[src/rtl/embs_cfg.svh]
// Constants for the external memory bus sequencer
`ifndef EMBS_CFG_SVH
`define EMBS_CFG_SVH
`define EMBS_ADDR_W 32
`define EMBS_DATA_W 32
`define EMBS_PAR_W 4
`define EMBS_LANES 4
`define EMBS_MAX_BLOCK 16
`define EMBS_BLK_LO 2
`define EMBS_BLK_HI 5
`define EMBS_BYTES_PER_WORD 3'd4
`endif

[src/rtl/embs_pkg.sv]
// Types for the external memory bus sequencer
package embs_pkg;
    typedef enum logic [1:0] {
        EMBS_OP_READ = 2'b00,
        EMBS_OP_BLOCK = 2'b01,
        EMBS_OP_WRITE = 2'b10
    } embs_op_t;
    typedef enum logic [5:0] {
        EMBS_IDLE = 6'b00_0001,
        EMBS_ST1 = 6'b00_0010,
        EMBS_ST2 = 6'b00_0100,
        EMBS_WAIT = 6'b00_1000,
        EMBS_ST3 = 6'b01_0000,
        EMBS_ST4 = 6'b10_0000
    } embs_state_t;
endpackage

[src/rtl/embs_sample.sv]
// Half-cycle sampler for the memory-side status inputs
`timescale 1ns/1ps
`default_nettype none
module embs_sample (
    // Clock and reset
    input wire logic core_clk,
    input wire logic rst_n,
    // Raw status from the memory system, active low
    input wire logic mem_ready_n,
    input wire logic bus_error_n,
    input wire logic parity_enable_n,
    input wire logic cacheable_n,
    input wire logic block_ack_n,
    input wire logic byte_wide_n,
    // Values caught at the falling edge, active high
    output logic ready,
    output logic berr,
    output logic par_en,
    output logic cach,
    output logic blk_ack,
    output logic bwide
);
    typedef struct packed {
        logic ready;
        logic berr;
        logic par_en;
        logic cach;
        logic blk_ack;
        logic bwide;
    } embs_smp_t;
    embs_smp_t s;
    embs_smp_t next_s;
    // Inversion to active high before the falling-edge capture
    always_comb
    begin
        next_s.ready = ~mem_ready_n;
        next_s.berr = ~bus_error_n;
        next_s.par_en = ~parity_enable_n;
        next_s.cach = ~cacheable_n;
        next_s.blk_ack = ~block_ack_n;
        next_s.bwide = ~byte_wide_n;
    end
    // Falling edge catch, so the rising-edge sequencer sees mid-cycle values
    always_ff @(negedge core_clk)
    begin
        if (!rst_n)
            s <= '0;
        else
            s <= next_s;
    end
    assign ready = s.ready;
    assign berr = s.berr;
    assign par_en = s.par_en;
    assign cach = s.cach;
    assign blk_ack = s.blk_ack;
    assign bwide = s.bwide;
endmodule
`default_nettype wire

[src/rtl/embs_seq.sv]
// External memory bus sequencer: word read, block fetch, write, byte gathering
`timescale 1ns/1ps
`default_nettype none
`include "embs_cfg.svh"
// How it works
// - Opening edge drives address, start strobe, and block request when wanted
// - Second read state asserts address-valid and read strobes
// - Falling-edge sample; ready or error ends wait, else wait again
// - Final read state captures data and parity, restores address, drops strobes
// - Block fetch moves two to sixteen words in one transaction
// - Block acknowledge zeroes address bits five to two modulo block size
// - No address advance when ready was not sampled asserted
// - Block transfers capture data, bump address, stop at count one or error
// - Every block-fetched word goes to cache regardless of cacheable
// - Write start drives read/write low and keeps read strobe off
// - Third write state drives data, parity, byte strobes, drops start strobe
// - Write waits on falling-edge sample until ready or error
// - Final write state ends releasing address-valid, byte strobes, data, parity
// - Byte-wide acknowledge on first read sample starts byte gathering
// - Byte read repeats per byte, address plus one, early stop on error
// - Sampled bus error ends transaction and raises bus error exception
module embs_seq #(
    parameter int MAX_BLOCK = `EMBS_MAX_BLOCK
) (
    // Clock and reset
    input wire logic core_clk,
    input wire logic rst_n,
    // Processor request side
    input wire logic req_valid,
    input wire embs_pkg::embs_op_t req_op,
    input wire logic [`EMBS_ADDR_W-1:0] req_addr,
    input wire logic [4:0] req_block_words,
    input wire logic [`EMBS_DATA_W-1:0] req_wdata,
    input wire logic [`EMBS_PAR_W-1:0] req_wpar,
    input wire logic [`EMBS_LANES-1:0] req_byte_en,
    input wire logic [`EMBS_ADDR_W-1:0] cur_inst_addr,
    output logic req_ready,
    // Processor answer side
    output logic rsp_valid,
    output logic [`EMBS_DATA_W-1:0] rsp_data,
    output logic [`EMBS_PAR_W-1:0] rsp_par,
    output logic rsp_par_en,
    output logic rsp_cache_fill,
    output logic rsp_done,
    output logic bus_error_exc,
    // Memory bus outputs
    output logic [`EMBS_ADDR_W-1:0] addr_out_bus,
    output logic xact_start_n,
    output logic block_req_out,
    output logic addr_valid_n,
    output logic read_strobe_n,
    output logic read_not_write,
    output logic [`EMBS_DATA_W-1:0] data_out_bus,
    output logic [`EMBS_PAR_W-1:0] data_parity_out,
    output logic [`EMBS_LANES-1:0] byte_write_n,
    // Memory bus inputs
    input wire logic [`EMBS_DATA_W-1:0] data_in_bus,
    input wire logic [`EMBS_PAR_W-1:0] data_parity_in,
    input wire logic mem_ready_n,
    input wire logic parity_enable_n,
    input wire logic bus_error_n,
    input wire logic cacheable_n,
    input wire logic block_ack_n,
    input wire logic byte_wide_n
);
    import embs_pkg::*;

    typedef struct packed {
        embs_state_t st;
        embs_op_t op;
        logic blk, gather;
        logic [4:0] left;
        logic [2:0] bytes_left;
        logic [`EMBS_DATA_W-1:0] wdata;
        logic [`EMBS_PAR_W-1:0] wpar;
        logic [`EMBS_LANES-1:0] ben;
        logic req_ready, rsp_valid;
        logic [`EMBS_DATA_W-1:0] rsp_data;
        logic [`EMBS_PAR_W-1:0] rsp_par;
        logic rsp_par_en, rsp_cache_fill, rsp_done, bus_error_exc;
        logic [`EMBS_ADDR_W-1:0] addr;
        logic xs_n, breq, av_n, rd_n, rnw;
        logic [`EMBS_DATA_W-1:0] dout;
        logic [`EMBS_PAR_W-1:0] pout;
        logic [`EMBS_LANES-1:0] wr_n;
    } embs_seq_t;

    embs_seq_t r, next_r;
    logic s_ready, s_berr, s_par_en, s_cach, s_blk_ack, s_bwide;

    // Status inputs caught on the falling edge of the clock
    embs_sample embs_sample_inst (
        .core_clk(core_clk),
        .rst_n(rst_n),
        .mem_ready_n(mem_ready_n),
        .bus_error_n(bus_error_n),
        .parity_enable_n(parity_enable_n),
        .cacheable_n(cacheable_n),
        .block_ack_n(block_ack_n),
        .byte_wide_n(byte_wide_n),
        .ready(s_ready),
        .berr(s_berr),
        .par_en(s_par_en),
        .cach(s_cach),
        .blk_ack(s_blk_ack),
        .bwide(s_bwide)
    );

    // Block-aligned address: clear word bits inside the block span
    function automatic logic [`EMBS_ADDR_W-1:0] blk_align(
        input logic [`EMBS_ADDR_W-1:0] a,
        input logic [4:0] words
    );
        logic [3:0] mask;
        mask = 4'(words - 5'd1);
        blk_align = a;
        blk_align[`EMBS_BLK_HI:`EMBS_BLK_LO] = a[`EMBS_BLK_HI:`EMBS_BLK_LO] & ~mask;
    endfunction

    // Bounded block length, two words at the least
    function automatic logic [4:0] blk_len(input logic [4:0] w);
        if (w < 5'd2)
            blk_len = 5'd2;
        else if (w > 5'(MAX_BLOCK))
            blk_len = 5'(MAX_BLOCK);
        else
            blk_len = w;
    endfunction

    // Sequencer next state
    always_comb
    begin
        next_r = r;
        next_r.rsp_valid = 1'b0;
        next_r.rsp_done = 1'b0;
        next_r.bus_error_exc = 1'b0;
        case (r.st)
            EMBS_IDLE:
            begin
                next_r.req_ready = 1'b1;
                if (req_valid && r.req_ready)
                begin
                    next_r.req_ready = 1'b0;
                    next_r.op = req_op;
                    next_r.blk = (req_op == EMBS_OP_BLOCK);
                    next_r.gather = 1'b0;
                    next_r.left = blk_len(req_block_words);
                    next_r.bytes_left = `EMBS_BYTES_PER_WORD;
                    next_r.wdata = req_wdata;
                    next_r.wpar = req_wpar;
                    next_r.ben = req_byte_en;
                    next_r.addr = req_addr;
                    next_r.xs_n = 1'b0;
                    next_r.breq = (req_op == EMBS_OP_BLOCK);
                    next_r.rnw = (req_op != EMBS_OP_WRITE);
                    next_r.rd_n = 1'b1;
                    next_r.st = EMBS_ST1;
                end
            end
            EMBS_ST1:
            begin
                next_r.av_n = 1'b0;
                if (r.op != EMBS_OP_WRITE)
                    next_r.rd_n = 1'b0;
                next_r.st = EMBS_ST2;
            end
            EMBS_ST2:
            begin
                if (r.op == EMBS_OP_WRITE)
                begin
                    next_r.dout = r.wdata;
                    next_r.pout = r.wpar;
                    next_r.wr_n = ~r.ben;
                    next_r.xs_n = 1'b1;
                end
                next_r.st = EMBS_WAIT;
            end
            EMBS_WAIT:
            begin
                next_r.xs_n = 1'b1;
                // First sample decides block fetch or byte gathering
                if (r.op != EMBS_OP_WRITE && !r.gather && s_blk_ack && !r.blk)
                    next_r.blk = 1'b1;
                if (r.op != EMBS_OP_WRITE && s_blk_ack)
                    next_r.addr = blk_align(r.addr, r.left);
                if (r.op == EMBS_OP_READ && s_bwide && !r.gather && !s_blk_ack)
                    next_r.gather = 1'b1;
                if (s_ready || s_berr)
                    next_r.st = (r.blk || s_blk_ack) ? EMBS_ST3 : EMBS_ST4;
            end
            EMBS_ST3:
            begin
                // Block transfer state; ready sampled again each pass
                if (s_berr)
                    next_r.st = EMBS_ST4;
                else if (s_ready)
                    next_r.st = EMBS_ST4;
            end
            EMBS_ST4:
            begin
                if (r.op == EMBS_OP_WRITE)
                begin
                    // Release address-valid, byte strobes, data, parity and read/write at the end of the final state; the address is kept
                    next_r.av_n = 1'b1;
                    next_r.wr_n = '1;
                    next_r.dout = '0;
                    next_r.pout = '0;
                    next_r.rnw = 1'b1;
                    next_r.bus_error_exc = s_berr;
                    next_r.rsp_done = 1'b1;
                    next_r.st = EMBS_IDLE;
                end
                else
                begin
                    next_r.rsp_valid = ~s_berr;
                    next_r.rsp_data = data_in_bus;
                    next_r.rsp_par = data_parity_in;
                    next_r.rsp_par_en = s_par_en;
                    next_r.rsp_cache_fill = r.blk | s_cach;
                    if (s_berr)
                    begin
                        // Error ends this and any remaining transfers
                        next_r.bus_error_exc = 1'b1;
                        next_r.rsp_done = 1'b1;
                        next_r.addr = cur_inst_addr;
                        next_r.av_n = 1'b1;
                        next_r.rd_n = 1'b1;
                        next_r.breq = 1'b0;
                        next_r.st = EMBS_IDLE;
                    end
                    else if (r.blk && r.left > 5'd1)
                    begin
                        next_r.left = r.left - 5'd1;
                        next_r.addr = r.addr + 32'h0000_0004;
                        next_r.st = EMBS_ST3;
                    end
                    else if (r.gather && r.bytes_left > 3'd1)
                    begin
                        // Next single-byte transaction at the following byte
                        next_r.bytes_left = r.bytes_left - 3'd1;
                        next_r.addr = r.addr + 32'h0000_0001;
                        next_r.xs_n = 1'b0;
                        next_r.av_n = 1'b1;
                        next_r.rd_n = 1'b1;
                        next_r.st = EMBS_ST1;
                    end
                    else
                    begin
                        next_r.addr = cur_inst_addr;
                        next_r.av_n = 1'b1;
                        next_r.rd_n = 1'b1;
                        next_r.breq = 1'b0;
                        next_r.rsp_done = 1'b1;
                        next_r.st = EMBS_IDLE;
                    end
                end
            end
            default:
                next_r.st = EMBS_IDLE;
        endcase
    end

    // State register with synchronous reset to the idle, strobes-off state
    always_ff @(posedge core_clk)
    begin
        if (!rst_n)
        begin
            r <= '0;
            r.st <= EMBS_IDLE;
            r.xs_n <= 1'b1;
            r.av_n <= 1'b1;
            r.rd_n <= 1'b1;
            r.rnw <= 1'b1;
            r.wr_n <= '1;
        end
        else
            r <= next_r;
    end

    assign req_ready = r.req_ready;
    assign rsp_valid = r.rsp_valid;
    assign rsp_data = r.rsp_data;
    assign rsp_par = r.rsp_par;
    assign rsp_par_en = r.rsp_par_en;
    assign rsp_cache_fill = r.rsp_cache_fill;
    assign rsp_done = r.rsp_done;
    assign bus_error_exc = r.bus_error_exc;
    assign addr_out_bus = r.addr;
    assign xact_start_n = r.xs_n;
    assign block_req_out = r.breq;
    assign addr_valid_n = r.av_n;
    assign read_strobe_n = r.rd_n;
    assign read_not_write = r.rnw;
    assign data_out_bus = r.dout;
    assign data_parity_out = r.pout;
    assign byte_write_n = r.wr_n;

    // Start strobe follows an accepted request by one edge
    a_start_strobe: assert property (@(posedge core_clk) disable iff (!rst_n)
        (r.st == EMBS_IDLE && req_valid && r.req_ready) |=> !xact_start_n)
        else $error("start strobe not asserted");
    // Read strobes low one edge after the second read state
    a_read_strobes: assert property (@(posedge core_clk) disable iff (!rst_n)
        (r.st == EMBS_ST1 && r.op != EMBS_OP_WRITE) |=> (!addr_valid_n && !read_strobe_n))
        else $error("read strobes missing");
    // Wait only ends on ready or error
    a_wait_hold: assert property (@(posedge core_clk) disable iff (!rst_n)
        (r.st == EMBS_WAIT && !s_ready && !s_berr) |=> r.st == EMBS_WAIT)
        else $error("wait left early");
    // Write never drives read strobe
    a_write_rd: assert property (@(posedge core_clk) disable iff (!rst_n)
        (!read_not_write) |-> read_strobe_n)
        else $error("read strobe in write");
    // Write byte strobes appear and start strobe drops in the third state
    a_write_drive: assert property (@(posedge core_clk) disable iff (!rst_n)
        (r.st == EMBS_ST2 && r.op == EMBS_OP_WRITE) |=> (byte_write_n == ~r.ben && xact_start_n))
        else $error("write strobes wrong");
    // Write release after final state
    a_write_end: assert property (@(posedge core_clk) disable iff (!rst_n)
        (r.st == EMBS_ST4 && r.op == EMBS_OP_WRITE) |=> (addr_valid_n && byte_write_n == '1))
        else $error("write not released");
    // Error raises the exception pulse
    a_err_exc: assert property (@(posedge core_clk) disable iff (!rst_n)
        (r.st == EMBS_ST4 && s_berr) |=> (bus_error_exc && r.st == EMBS_IDLE))
        else $error("bus error not taken");
    // Block words always cached
    a_blk_cache: assert property (@(posedge core_clk) disable iff (!rst_n)
        (rsp_valid && $past(r.blk)) |-> rsp_cache_fill)
        else $error("block word not cached");
endmodule
`default_nettype wire

[config.mk]
export PLATFORM = sky130hd
export DESIGN_NAME = embs_seq
export DESIGN_NICKNAME = d
export VERILOG_FILES = /design/src/rtl/embs_pkg.sv /design/src/rtl/embs_sample.sv /design/src/rtl/embs_seq.sv
export VERILOG_INCLUDE_DIRS = /design/src /design/src/rtl
export SDC_FILE = /design/constraint.sdc
export NUM_CORES = 1
export LEC_CHECK = 0
export BUFFER_PORTS_ARGS = -buffer_cell sky130_fd_sc_hd__buf_4
export CORE_MARGIN = 1.5
export CORE_UTILIZATION = 53
export DETAILED_ROUTE_END_ITERATION = 8
export HOLD_SLACK_MARGIN = 0.03
export PLACE_DENSITY = 0.81
export SLEW_MARGIN = 20
export SYNTH_ARGS = -nofsm -noshare
export SYNTH_HDL_FRONTEND = slang
export SYNTH_HIERARCHICAL = 1
export SYNTH_SLANG_ARGS = --single-unit
[constraint.sdc]
create_clock -name core_clk -period 3 [get_ports core_clk]
set_clock_uncertainty 0.1 [all_clocks]
set_input_delay 0.15 -clock core_clk [delete_from_list [all_inputs] [get_ports core_clk]]
set_output_delay 0.15 -clock core_clk [all_outputs]
set_load 0.005 [all_outputs]
---- Word level (Yosys, flattened, before mapping) ----
Index checks and enable logic that the tools add are counted.
storage, ports and cells
  bits of input ports ..................... 156
  word-level logic and storage cells ...... 174
  output and inout port bits .............. 119
  register bits after elaboration ......... 183
cells by class
  bitwise logic cells ..................... 15
  add/subtract/negate cells ............... 4
  mux-type cells .......................... 51
  order comparisons ....................... 4
  reductions and logical operators ........ 40
  eq/ne operators ......................... 27
operators with widths
  cell                                                              count
  32-bit two-way mux                                                3
  32-bit one-hot mux with 3 select lines                            1
  40-bit one-hot mux with 2 select lines                            1
  34-bit two-way mux                                                2
  59-bit two-way mux                                                1
  41-bit two-way mux                                                1
  40-bit two-way mux                                                1
  6-bit one-hot mux with 6 select lines                             1
  32-bit by 1-bit adder with 32-bit output (second input constant)  1
  32-bit by 3-bit adder with 32-bit output (second input constant)  1
  5-bit two-way mux                                                 6
  6-bit two-way mux                                                 5
  2-bit inequality test (second input constant)                     15
  8-bit two-way mux                                                 2
  8-bit one-hot mux with 2 select lines                             1
  3-bit AND reduction                                               5
  5-bit AND reduction                                               3
  1-bit two-way mux                                                 13
  1-bit inverter                                                    11
  1-bit logical AND                                                 10
  3-bit two-way mux                                                 3
  4-bit inverter                                                    2
  2-bit AND reduction                                               4
  4-bit AND reduction                                               2
  34 further kinds                                                  46

---- Logic depth before layout (Yosys ltp) ----
  depth after elaboration ................. 7
  depth in mapped cells ................... 10
  mapped depth without buffers ............ 8

---- Cells and area by module ----
Netlist, hierarchy kept.
modules (own cells, without submodules)
  module       cells an instance  area an instance (um2)  instances  seq. area each (um2)
  embs_seq     1,186              9,430.3                 1          3,543.4
  embs_sample  13                 176.4                   1          120.1

==> results.md <==
## Run status
• result of the run: finished, violations left
• violated checks: negative setup slack

## Die
• Die X: 137.6 um
• die outline height: 137.6 um
• Core Area: 0.01784 sq mm
• Boundary Pins: 275
• die footprint: 0.01894 sq mm
• standard-cell rows: 49
• starting density of the core: 0.5385

## Flow run
• reported max-cap violation count: 0

## Placed design
• gpl congestion: 0.9890
• HPWL after detailed placement: 20960 um
• number of buffers inserted by port buffering: 274
• number of instances in the placed design: 1568
• Worst Setup Slack post-DPL: -0.2174 ns

## Clocking
• Clock Sink Count: 183
• CTS tree: yes
• root buffer cell: clkbuf_16
• clock latency on the worst-skew pair: 0.46 ns
• Clock Tree Buf Depth: 2
• clock-pin slew on the worst setup and hold paths: 0.07 ns
• number of buffers created by CTS: 17
• depth of the CTS H-tree: 4

## Synth
• count of flip-flops with a built-in enable after synthesis: 0
• combined area of all synthesized cells: 0.009607 sq mm
• count of synthesis-stage warnings from yosys: 6
• share of Yosys cell area claimed by the top area cell type: 0.3813
• part of the Yosys area used for sequential elements: 0.3813
• average footprint of a synthesized cell: 8.012 sq um
• dominant register cell in the synthesized netlist: dfxtp_1
• top cell type by total area after synthesis: dfxtp_1
• Area contributors post-synth: dfxtp_1 38%, buf_4 8.4%, nand2_1 8.3%
• nets in the synthesized netlist: 1361
• Netlist cell types: 81
• Post-Synthesis Cells: 1199
• share of flip-flops with an asynchronous set or reset after synthesis: 0
• number of flip-flops and latches in the synthesized netlist: 183

## Setup path
• start point of the critical path: embs_sample_inst/berr$_SDFF_NN0_
• origin of the critical flop-to-flop path: embs_sample_inst/berr$_SDFF_NN0_
• Critical Path Source Type: register
• crit path DAT: 3.41 ns
• Critical Path End Type: register
• delay contributed by the slowest stage of the critical path: 0.36 ns
• crit path max-delay cell type: dfxtp_4
• Max FO, Critical Path: 8
• Critical Path RT: 3.23 ns
• chain of cells forming the critical path: nand3b_1 -> nor2_4 -> buf_12 -> buf_6 -> a221o_1 -> a32o_1
• number of buffers and inverters on the critical path: 2
• class of the most critical setup path: reg2reg
• R2R depth: 6
• Levels on crit path: 6
• kind of cell with the highest combined delay on the critical path: compound AO/OA/AOI/OAI gates

## Detailed routing
• routed metal-1 wirelength: 12750 um
• max layer used: met4
• detailed route wirelength on metal3: 3719 um
• vias after detailed routing: 10490
• number of detailed-routing iterations run before antenna repair: 6
• via-per-instance ratio: 6.003
• DR iter-0 viols: 1352
• post-detailed-route count of antenna-violating nets: 0
• WL met2: 15840 um
• per-cell routed wire length: 19.49 um
• DRT Wirelength: 34060 um
• drc violations: 0

## Finish
• area added between synthesis and finish: 42.28%
• share of cells above drive strength 1: 0.2989
• Storage cell area: 0.003667 sq mm
• number of nets in the layout: 1668
• Filler Cell Count: 1118
• final instance count without filler cells: 1748
• Antenna diodes: 0
• multi-input gate area in the final layout: 0.004995 sq mm

## Timing
• worst-case headroom to the max-slew limit: 0.3960
• setup repair after global routing missed its margin: yes
• slew at the pin with the worst max-slew slack: 0.9059 ns
• hold slack final: 0.04110 ns
• Worst Slack Setup Final: -0.1818 ns
• total count of max-transition violations in the final report: 0
• setup tns final: -2.236 ns
• Setup-failing EPs final: 27
• endpoints failing hold: 0

## Pwr
• largest voltage drop on the vdd net: 443.7 uV
• part of the power in combinational logic: 0.169
• switching share of power: 0.2933
• leakage component of the power: 5.464 nW
• Clock Power Share: 0.400
• Reg power frac: 0.431
• Power, Total: 6.192 mW
• Psw: 1.816 mW
• Int Pwr: 4.376 mW
• power density normalized to cell area: 453.0 mW/mm^2

## GRT
• remaining global-route overflow: 0
• total global routing track utilization: 0.3362
• via count of the first global-routing pass: 9677
• number of antenna violations at the first check in global routing: 0
• global-route wire length before repair: 49600 um
• pin count of the biggest net entering global routing: 93

## Hold path
• Hold/Removal Path Class: in2reg
• startpoint of the tightest hold check path: req_addr[8]
• worst hold path stage count: 4

## power by group through the flow
stage | combinational, mW | sequential (mW) | clock, mW
after floorplan | 0.505 | 2.67 | 0.0145
after global placement | 0.801 | 2.71 | 0.0145
after detailed placement | 0.812 | 2.72 | 0.0145
after CTS | 0.970 | 2.66 | 2.50
after global routing | 1.11 | 2.68 | 2.61
final | 1.04 | 2.67 | 2.48
## worst min-delay path: stages
cell      delay (ns)
buf_4           0.08
a221oi_2        0.06
nand3_1         0.08
o2111a_1        0.17
## area by class of cell
class | count | area share
Multi-Input combinational cell | 813 | 0.3654
Inverter | 17 | 0.005218
Tap cell | 229 | 0.02096
Clock inverter | 21 | 0.01822
Timing Repair Buffer | 468 | 0.2907
Clock buffer | 17 | 0.03112
Sequential cell | 183 | 0.2683
## routing by layer
metal / global-route usage / vias up
li1: - / 4738
met1: 0.4108 / 4840
met2: 0.5431 / 734
met3: 0.08756 / 181
met4: 0.1749 / 0
met5: 0 / -
## cells in the final DEF (no fill, tap or decap), drive strengths merged, types with 4 or more instances in the layout
master / synthesis / final
clkinv: 0 / 7
o22ai: 13 / 13
a211oi: 8 / 8
clkbuf: 42 / 17
nand2: 214 / 214
and2b: 6 / 6
o211ai: 5 / 5
a32o: 4 / 4
dlygate4sd3: 0 / 130
dfxtp: 183 / 183
a21oi: 108 / 108
nand4b: 4 / 4
xnor2: 26 / 26
nor2: 100 / 100
nand4: 21 / 21
o31ai: 4 / 4
nor2b: 5 / 5
ha: 6 / 6
a31oi: 9 / 9
buf: 143 / 338
and3: 7 / 7
nor4: 9 / 9
o221ai: 9 / 9
nand3: 18 / 18
nor3: 27 / 27
a22oi: 43 / 43
a21o: 4 / 4
and2: 9 / 9
o21ai: 61 / 61
a32oi: 4 / 4
xor2: 11 / 11
or3: 6 / 6
inv: 18 / 29
a221oi: 16 / 16
a221o: 7 / 7
## worst paths after layout
check	slack, ns	to
max reg2reg	-0.18	addr_out_bus[31]$_SDFFE_PN0P_
min reg2reg	0.36	rsp_par[3]$_SDFFE_PN0P_
max	-0.18	addr_out_bus[31]$_SDFFE_PN0P_
min	0.04	addr_out_bus[8]$_SDFFE_PN0P_
## synth_stat cells, types with 4 or more instances
cell      count
nand2_1     213
dfxtp_1     183
a21oi_1     108
buf_4       108
nor2_1       96
o21ai_0      53
a22oi_1      43
clkbuf_1     39
buf_2        26
xnor2_1      26
nor3_1       23
nand4_1      19
inv_1        17
nand3_1      17
a221oi_1     16
o22ai_1      13
xor2_1       11
a31oi_1       9
and2_1        9
o221ai_1      9
a211oi_1      8
a221o_1       7
and3_1        7
and2b_2       6
ha_1          6
o21ai_1       6
buf_6         5
nor2b_1       5
a21o_1        4
a32o_1        4
a32oi_1       4
buf_1         4
nand4b_1      4
nor3_2        4
nor4_2        4
o211ai_1      4
or3_1         4
## per-stage QoR
step | area [sq um] | util
after floorplan | 9642 | -
after global placement | 11260 | 0.6310
after detailed placement | 11260 | 0.6310
after CTS | 13380 | 0.7499
after global routing | 13670 | 0.7661
final | 13670 | 0.7661
## state kept, by name, indices dropped and copies added (netlist names), 4 cells and up
register	cells
rsp_par	4
data_parity_out	4
byte_write_n	4
addr_out_bus	32
r	58
rsp_data	32
data_out_bus	32
## repair_timing
item	in CTS	in global routing
hold endpoints to repair	115	0
hold buffers	130	0
gates resized for setup	25	46
gates cloned	0	0
setup buffers	5	9
endpoints found under the setup margin	44	41
pin swaps	12	25
## cell families (layout without fill, tap and decap cells)
group           Yosys count  in the layout  share of synthesized area
mux                       3              3                   0.003126
fa+ha+maj                 7              7                   0.008856
xor+xnor                 37             37                    0.03373
buf+inv                 203            523                     0.1292
compound gates          326            326                     0.2241
simple gates            440            440                     0.2196
flops                   183            183                     0.3813
(Power assumes the default switching activity.)
